[src/core/sdram_pin_pkg.sv]
// Constants and command encodings for the SDRAM pin interface
// Contract
// - Data mask high until initialization done
// - Data mask low forever after initialization
// - Dedicated bit-10 pin replaces address bit during SDRAM
// - Strobes and write enable encode each command
// - Clock enable output follows requested enable; memory clock runs regardless of it
// - Command pins float in reset, driven from the first edge after
// - Disable input stops all pin switching except general address bit 10
package sdram_pin_pkg;
  // Command encodings as {row_strobe_n, col_strobe_n, write_en_n}
  localparam logic [2:0] CMD_ACTIVATE  = 3'h3;
  localparam logic [2:0] CMD_READ      = 3'h5;
  localparam logic [2:0] CMD_WRITE     = 3'h4;
  localparam logic [2:0] CMD_PRECHARGE = 3'h2;
  localparam logic [2:0] CMD_REFRESH   = 3'h1;
  localparam logic [2:0] CMD_LOAD_MODE = 3'h0;
  localparam logic [2:0] CMD_NOP       = 3'h7;

  typedef enum logic [2:0] {
    OP_NOP,
    OP_ACTIVATE,
    OP_READ,
    OP_WRITE,
    OP_PRECHARGE,
    OP_REFRESH,
    OP_LOAD_MODE
  } sdram_op_e;

  localparam logic [1:0] CLK_DIV_DEFAULT = 2'h1;

  function automatic logic [2:0] encode_op(input sdram_op_e op);
    unique case (op)
      OP_ACTIVATE:  encode_op = CMD_ACTIVATE;
      OP_READ:      encode_op = CMD_READ;
      OP_WRITE:     encode_op = CMD_WRITE;
      OP_PRECHARGE: encode_op = CMD_PRECHARGE;
      OP_REFRESH:   encode_op = CMD_REFRESH;
      OP_LOAD_MODE: encode_op = CMD_LOAD_MODE;
      default:      encode_op = CMD_NOP;
    endcase
  endfunction
endpackage

[src/core/sdram_cmd_if.sv]
// Command path between pin driver and clock generator
`timescale 1ns/10ps
`default_nettype none
interface sdram_cmd_if;
  logic out_en;
  logic clk_level;
  modport drv (output out_en, input  clk_level);
  modport gen (input  out_en, output clk_level);
endinterface
`default_nettype wire

[src/core/sdram_clk_gen.sv]
// SDRAM clock divider driving the clock output level
`timescale 1ns/10ps
`default_nettype none
module sdram_clk_gen
  import sdram_pin_pkg::*;
#(
  parameter logic [1:0] DIV = CLK_DIV_DEFAULT
) (
  input wire logic   ref_clk,    // System clock
  input wire logic   nrst,       // Async reset, active low
  sdram_cmd_if.gen   cmd         // Enable in, clock level out
);
  logic [1:0] cnt_r;
  logic       lvl_r;

  always_ff @(posedge ref_clk or negedge nrst) begin
    if (!nrst) begin
      cnt_r <= 2'h0;
      lvl_r <= 1'b0;
    end else if (!cmd.out_en) begin
      cnt_r <= 2'h0;
      lvl_r <= 1'b0;
    end else if (cnt_r == DIV - 2'h1) begin
      cnt_r <= 2'h0;
      lvl_r <= ~lvl_r;
    end else begin
      cnt_r <= cnt_r + 2'h1;
    end
  end

  assign cmd.clk_level = lvl_r;
endmodule
`default_nettype wire

[src/core/sdram_pin_interface.sv]
// SDRAM pin driver: command strobes, mask, bit 10, clock enable, clock
`timescale 1ns/10ps
`default_nettype none
module sdram_pin_interface
  import sdram_pin_pkg::*;
(
  input  wire logic      ref_clk,              // System clock, 100 MHz
  input  wire logic      nrst,                 // Async reset, active low
  input  wire logic      sdram_iface_disable,  // High stops pin switching
  input  wire logic      init_done,            // Initialization sequence finished
  input  wire sdram_op_e op,                   // Operation for this cycle
  input  wire logic      sdram_access,         // SDRAM access in progress
  input  wire logic      sdram_a10_val,        // Bit-10 value for SDRAM access
  input  wire logic      ext_addr_bit10,       // General address bit 10
  input  wire logic      clk_en_req,           // Requested memory clock enable
  output logic           sdram_row_strobe_n,   // Row strobe level
  output logic           sdram_col_strobe_n,   // Column strobe level
  output logic           sdram_write_en_n,     // Write enable level
  output logic           sdram_clk_en,         // Memory clock enable
  output logic           sdram_addr_bit10,     // Dedicated bit-10 level
  output logic           sdram_data_mask,      // Data mask level
  output logic           sdram_clk_out,        // SDRAM clock level
  output logic           addr_bit10_out,       // General address bit 10 level
  output logic           addr_bit10_oe,        // General bit 10 drive enable
  output logic           ctrl_oe,              // Command/mask pins drive enable
  output logic           clk_oe                // Clock pin drive enable
);
  logic       oe_r;
  logic       init_seen_r;
  logic [2:0] cmd_r;
  logic       cke_r;
  logic       a10_r;
  logic       mask_r;
  logic       ab10_r;
  logic       ab10_oe_r;

  sdram_cmd_if cmd_if();

  sdram_clk_gen #(
    .DIV (CLK_DIV_DEFAULT)
  ) u_clk (
    .ref_clk (ref_clk),
    .nrst    (nrst),
    .cmd     (cmd_if.gen)
  );

  // Pins float in reset, driven from first edge after release
  always_ff @(posedge ref_clk or negedge nrst) begin
    if (!nrst) begin
      oe_r <= 1'b0;
    end else begin
      oe_r <= 1'b1;
    end
  end

  always_ff @(posedge ref_clk or negedge nrst) begin
    if (!nrst) begin
      init_seen_r <= 1'b0;
    end else if (init_done) begin
      init_seen_r <= 1'b1;
    end
  end

  always_ff @(posedge ref_clk or negedge nrst) begin
    if (!nrst) begin
      mask_r <= 1'b1;
    end else if (!sdram_iface_disable) begin
      mask_r <= ~(init_seen_r | init_done);
    end
  end

  // Command strobes, held at NOP while disabled
  always_ff @(posedge ref_clk or negedge nrst) begin
    if (!nrst) begin
      cmd_r <= CMD_NOP;
    end else if (sdram_iface_disable) begin
      cmd_r <= CMD_NOP;
    end else begin
      cmd_r <= encode_op(op);
    end
  end

  always_ff @(posedge ref_clk or negedge nrst) begin
    if (!nrst) begin
      cke_r <= 1'b1;
    end else if (!sdram_iface_disable) begin
      cke_r <= clk_en_req;
    end
  end

  // An SDRAM access owns bit 10 only while the interface is live
  function automatic logic a10_owned(input logic access, input logic off);
    a10_owned = access & ~off;
  endfunction

  always_ff @(posedge ref_clk or negedge nrst) begin
    if (!nrst) begin
      a10_r <= 1'b1;
    end else if (a10_owned(sdram_access, sdram_iface_disable)) begin
      a10_r <= sdram_a10_val;
    end
  end

  always_ff @(posedge ref_clk or negedge nrst) begin
    if (!nrst) begin
      ab10_r <= 1'b0;
    end else begin
      ab10_r <= ext_addr_bit10;
    end
  end

  // General bit 10 lets go of its pin while the SDRAM side owns it
  always_ff @(posedge ref_clk or negedge nrst) begin
    if (!nrst) begin
      ab10_oe_r <= 1'b0;
    end else begin
      ab10_oe_r <= ~a10_owned(sdram_access, sdram_iface_disable);
    end
  end

  assign cmd_if.out_en = oe_r & ~sdram_iface_disable;

  assign sdram_row_strobe_n = cmd_r[2];
  assign sdram_col_strobe_n = cmd_r[1];
  assign sdram_write_en_n   = cmd_r[0];
  assign sdram_clk_en       = cke_r;
  assign sdram_addr_bit10   = a10_r;
  assign sdram_data_mask    = mask_r;
  assign sdram_clk_out      = cmd_if.clk_level;
  assign addr_bit10_out     = ab10_r;
  assign addr_bit10_oe      = ab10_oe_r;
  assign ctrl_oe            = oe_r;
  assign clk_oe             = oe_r;
endmodule
`default_nettype wire

[config.mk]
export PLATFORM = sky130hd
export DESIGN_NAME = sdram_pin_interface
export DESIGN_NICKNAME = d
export VERILOG_FILES = /design/src/core/sdram_pin_pkg.sv /design/src/core/sdram_cmd_if.sv /design/src/core/sdram_clk_gen.sv /design/src/core/sdram_pin_interface.sv
export SDC_FILE = /design/constraint.sdc
export NUM_CORES = 1
export LEC_CHECK = 0
export BUFFER_PORTS_ARGS = -buffer_cell sky130_fd_sc_hd__clkbuf_2
export CAP_MARGIN = 10
export CORE_ASPECT_RATIO = 1.4
export CORE_UTILIZATION = 28
export DETAILED_ROUTE_END_ITERATION = 10
export GPL_TIMING_DRIVEN = 0
export SLEW_MARGIN = 20
export SYNTH_ARGS = -nofsm -noshare
export SYNTH_HDL_FRONTEND = slang
export SYNTH_SLANG_ARGS = --single-unit
[constraint.sdc]
create_clock -name ref_clk -period 0.9 [get_ports ref_clk]
set_input_delay 0.045 -clock ref_clk [delete_from_list [all_inputs] [get_ports ref_clk]]
set_output_delay 0.045 -clock ref_clk [all_outputs]
set_load 0.1 [all_outputs]
**Word-level counts from Yosys, hierarchy flattened**

Index checks and enable logic that the tools add are counted.

- Eq/ne operators: 7
- $add $sub $neg: 1
- Mux-type cells: 6
- Reductions and logical operators: 1
- Bitwise logic cells: 7

Operators with widths:

| cell | number |
|---|---|
| 3-bit case mux with 6 select lines | 1 |
| 3-bit == test (second input constant) | 3 |
| 3-bit by 2-bit == test with 1-bit output (second input constant) | 2 |
| 2-bit two-way mux | 2 |
| 1-bit inverter | 4 |
| 3-bit by 1-bit == test with 1-bit output (second input constant) | 1 |
| 3-bit two-way mux | 1 |
| 2-bit by 1-bit adder with 2-bit output (second input constant) | 1 |
| 1-bit bitwise AND | 2 |
| 2-bit zero test | 1 |
| 1-bit two-way mux | 2 |
| 2-bit != test (second input constant) | 1 |
| 1-bit OR | 1 |

- Output and inout port bits: 11
- Logic and storage cells: 32
- Input port bits: 11
- Bits in registers: 13

**Depth between registers and ports, before layout**

- Depth after elaboration: 3
- Gate-level depth with buffers: 4

**Cells and area by module**

Synthesis repeated with hierarchy kept, for this count alone.

- Cell total of the unflattened synthesis: 40
- Area total of the unflattened synthesis: 543.0 um^2

Modules (own cells, without submodules):

| module | cells each | times used | area each (um^2) | seq. area each (um^2) |
|---|---|---|---|---|
| sdram_pin_interface | 29 | 1 | 407.9 | 257.7 |
| sdram_clk_gen | 11 | 1 | 135.1 | 75.1 |

**Worst setup path after synthesis**

OpenSTA, ideal clock, no wires.

- Kind: reg-to-output
- From: reg oe_r (netlist: clk_oe)
- To: out ctrl_oe
- Path slack: -500 ps
- Cell stages (with the launch flop): 2
- Data required time: 855 ps
- Arrival: 1,355 ps
- Cells stage by stage: dfrtp_1 buf_4

RTL lines:

| element | line | text |
|---|---|---|
| start, declared | sdram_pin_interface.sv:28 | `logic oe_r;` |
| start signal, assigned | sdram_pin_interface.sv:50 | `oe_r <= 1'b0;` |
| start signal, assigned | sdram_pin_interface.sv:52 | `oe_r <= 1'b1;` |
| end, declared | sdram_pin_interface.sv:25 | `output logic ctrl_oe,` |

No word-level cell between the ends.

**Final worst setup path**

- From: reg cke_r (netlist: sdram_clk_en)
- To: out sdram_clk_en

RTL lines:

| element | line | text |
|---|---|---|
| start, declared | sdram_pin_interface.sv:31 | `logic cke_r;` |
| start signal, assigned | sdram_pin_interface.sv:87 | `cke_r <= clk_en_req;` |
| end, declared | sdram_pin_interface.sv:19 | `output logic sdram_clk_en,` |

No word-level cell between the ends.

==> flow_summary.json <==
{
  "rsz0062_at_grt": "yes",
  "crit_type": "register to output pin",
  "wirelength_um": 1130,
  "area.growth.synth_to_final_pct": 94.6,
  "ys_seq_area_share_pct": 62.0,
  "n_antenna_cell": 0,
  "routedWlPerCell_um": 12.3,
  "io_buffers": 21,
  "max_stage_delay_ns": 0.64,
  "critPathLaunch": "sdram_clk_en",
  "worstReg2RegEnd": "u_clk.cmd.clk_level",
  "r2r-start": "u_clk.cnt_r[1]",
  "fin_ws_ns": -0.251,
  "yosysWarnings": 0,
  "fp.coreArea_sq_mm": 0.00178,
  "min_path_cells": 2,
  "layout-drive-gt1-share_pct": 63.9,
  "synth_compound_area_share_pct": 3.73,
  "avgSynthCellArea_sq_um": 13.8,
  "clock.fmax_mhz": 869,
  "end_kind": "output pin",
  "rrSetupSlack_ns": -0.04,
  "synth_fa_ha_area_share_pct": 4.66,
  "grt_max_degree": 14,
  "grt-ovfl-total": 0,
  "antenna_found_initial": 0,
  "finalSetupViolations": 14,
  "die_h_um": 53.8,
  "route.detailed.drc": 0,
  "hold_viol": 0,
  "cts_buffer_depth": 2,
  "clock_skew_ns": 0.00182,
  "first_pass_iters": 1,
  "synth_seq_cells": 13,
  "die-area_sq_mm": 0.00210,
  "hp-class": "input port to register",
  "final_max_slew_viol_count": 0,
  "cp.arrival_ns": 1.11,
  "crit_buf_inv": 1,
  "grt_use_total_pct": 12.2,
  "synthMuxAreaShare_pct": 7.46,
  "synth_cell_types": 20,
  "ant_nets": 0,
  "multi_input_area_sq_um": 203,
  "crit_end": "sdram_clk_en",
  "gp_congestion": 0.600,
  "num-fill-cells": 143,
  "path_clk_slew_ns": 0.07,
  "start_util_pct": 30.2,
  "routed_via_density": 4.10,
  "power.density_mw_per_mm2": 1470,
  "root_buffer": "clkbuf_4",
  "grt_pass1_vias": 381,
  "r2r_cells": 4,
  "post-route-util_pct": 58.7,
  "cp.depth": 1,
  "violations": "setup timing",
  "drt_iter0_drc": 0,
  "nets": 86,
  "maxCapViolCount": 0,
  "insertion_delay_ns": 0.27,
  "required_ns": 0.85,
  "die_w_um": 39.0,
  "layout_min_cycle_time_ns": 1.15,
  "status": "finished with violations",
  "seqCellArea_sq_um": 354,
  "syn_area_sq_um": 537,
  "num_vias": 377,
  "power_leakage_nw": 0.488,
  "path_cells": "clkbuf_16",
  "worstPathMaxFanout": 2,
  "io_pins": 22,
  "tns_ns": -1.80,
  "cp_top_family": "flip-flops",
  "syn-instance-count": 39,
  "dp_hpwl_um": 698,
  "peakVddDrop_uv": 851,
  "fin_crit_sh_pct": 128,
  "cp_slowest_cell": "dfstp_4",
  "cts_tree": "built",
  "crit_path_start_kind": "register",
  "clkSinkCount": 13,
  "synth-simple-area-share_pct": 14.9,
  "synth_top_family_by_area": "simple AND/OR/NAND/NOR gates",
  "syn_nets": 52,
  "synth_xor_area_share_pct": 1.63,
  "h-tree-depth": 1,
  "rows": 18,
  "grt_first_pass_wirelength_um": 1660,
  "cts_buffers": 3
}
where the power goes:
part / internal (W) / switching [W] / leakage (nW) / total (W)
Clock: 0.000172 / 0.000170 / 0.0150 / 0.000342
Combinational: 0.000225 / 0.000303 / 0.329 / 0.000527
Sequential: 0.000640 / 0.0000301 / 0.144 / 0.000670
Total: 0.00104 / 0.000503 / 0.488 / 0.00154
logic make-up (layout without fill, tap and decap cells):
logic type,Yosys count,count (layout)
XOR/XNOR,1,1
adder cells (fa/ha/maj),2,2
multiplexers,3,3
buffers and inverters,4,37
AO/OA/AOI/OAI,3,3
AND/OR/NAND/NOR,12,12
other,1,1
flip-flops,13,13
stage by stage:
| step | power [W] | worst slack [ns] | hold slack, ns | cell area (sq um) | instances |
|---|---|---|---|---|---|
| detailed placement | 0.00104 | -0.198 | -0.0449 | 688 | 80 |
| global route | 0.00159 | -0.270 | 0.00181 | 1040 | 92 |
| floorplan | 0.000962 | -0.118 | -0.251 | 558 | 39 |
| CTS | 0.00156 | -0.256 | 0.00375 | 1030 | 92 |
| global placement | 0.00103 | -0.193 | -0.0519 | 688 | 80 |
| finish | 0.00154 | -0.251 | 0.00665 | 1040 | 92 |
worst min path at each step:
stage | end | from | slack [ns]
after floorplan | addr_bit10_oe | nrst | -0.25
after global placement | u_clk.cnt_r[0] | nrst | -0.05
after detailed placement | u_clk.cnt_r[0] | nrst | -0.04
after CTS | sdram_clk_en | clk_en_req | 0.004
after global routing | sdram_clk_en | clk_en_req | 0.002
final | sdram_clk_en | clk_en_req | 0.007
sequential cells by signal (all words and copies together) (netlist names):
signal,cells
cmd_r,3
u_clk.cnt_r,2
addr_bit10_oe,1
addr_bit10_out,1
clk_oe,1
init_seen_r,1
sdram_addr_bit10,1
sdram_clk_en,1
sdram_data_mask,1
u_clk.cmd.clk_level,1
layer usage:
| metal | wire [um] | global-route usage (%) | vias up |
|---|---|---|---|
| li1 | - | - | 189 |
| met1 | 417 | 11.2 | 172 |
| met2 | 661 | 24.2 | 14 |
| met3 | 27 | 1.24 | 2 |
| met4 | 27 | 6.90 | 0 |
| met5 | 0 | 0 | - |
worst reg2reg max path: cells and delay by family, from the launching register on:
family	cells	cell delay, ns
and+or+nand+nor	1	0.15
DFF	1	0.36
buffers and inverters	1	0.05
xor gates and xnor gates	1	0.13
adders and majority gates	1	0.16
cell type report:
class	instances	share of cell area, %
buffer	2	2.16
clock buffer	4	2.51
inverter	2	0.719
multi-input combinational	22	19.4
sequential	13	33.9
tap	20	2.40
timing repair buffer	29	38.9
synth_stat cells, drive strengths merged:
master,number,area share [%]
mux2i,1,1.9
a211o,1,1.6
xnor2,1,1.6
dfrtp,7,33
ha,2,4.7
buf,2,3.5
nor3b,2,2.8
nand2b,1,2.6
a31oi,1,1.2
and3b,2,3.3
or2,1,1.2
mux2,2,5.6
dfstp,6,29
nor2,3,2.1
conb,1,0.70
o21ai,1,0.93
nand2,2,1.4
inv,2,1.4
and2b,1,1.6
cells in the final DEF, fill, tap and decap left out:
master / count
a211o_1: 1
a31oi_1: 1
and2b_2: 1
and3b_1: 2
buf_6: 3
clkbuf_1: 1
clkbuf_16: 11
clkbuf_2: 10
clkbuf_4: 3
conb_1: 1
dfrtp_1: 3
dfrtp_2: 2
dfrtp_4: 2
dfstp_2: 3
dfstp_4: 3
dlygate4sd3_1: 7
ha_1: 1
ha_4: 1
inv_2: 2
mux2_4: 2
mux2i_1: 1
nand2_1: 2
nand2b_4: 1
nor2_1: 3
nor3b_1: 1
nor3b_2: 1
o21ai_1: 1
or2_1: 1
xnor2_2: 1
timing repair:
action                                  4_1_cts  5_1_grt
gates resized for setup                      39        3
pin swaps                                     3        2
endpoints found under the setup margin       13       14
endpoints found under the hold margin        18        0
hold buffers                                  7        0
buffers inserted                              1        1
(Power assumes the default switching activity.)
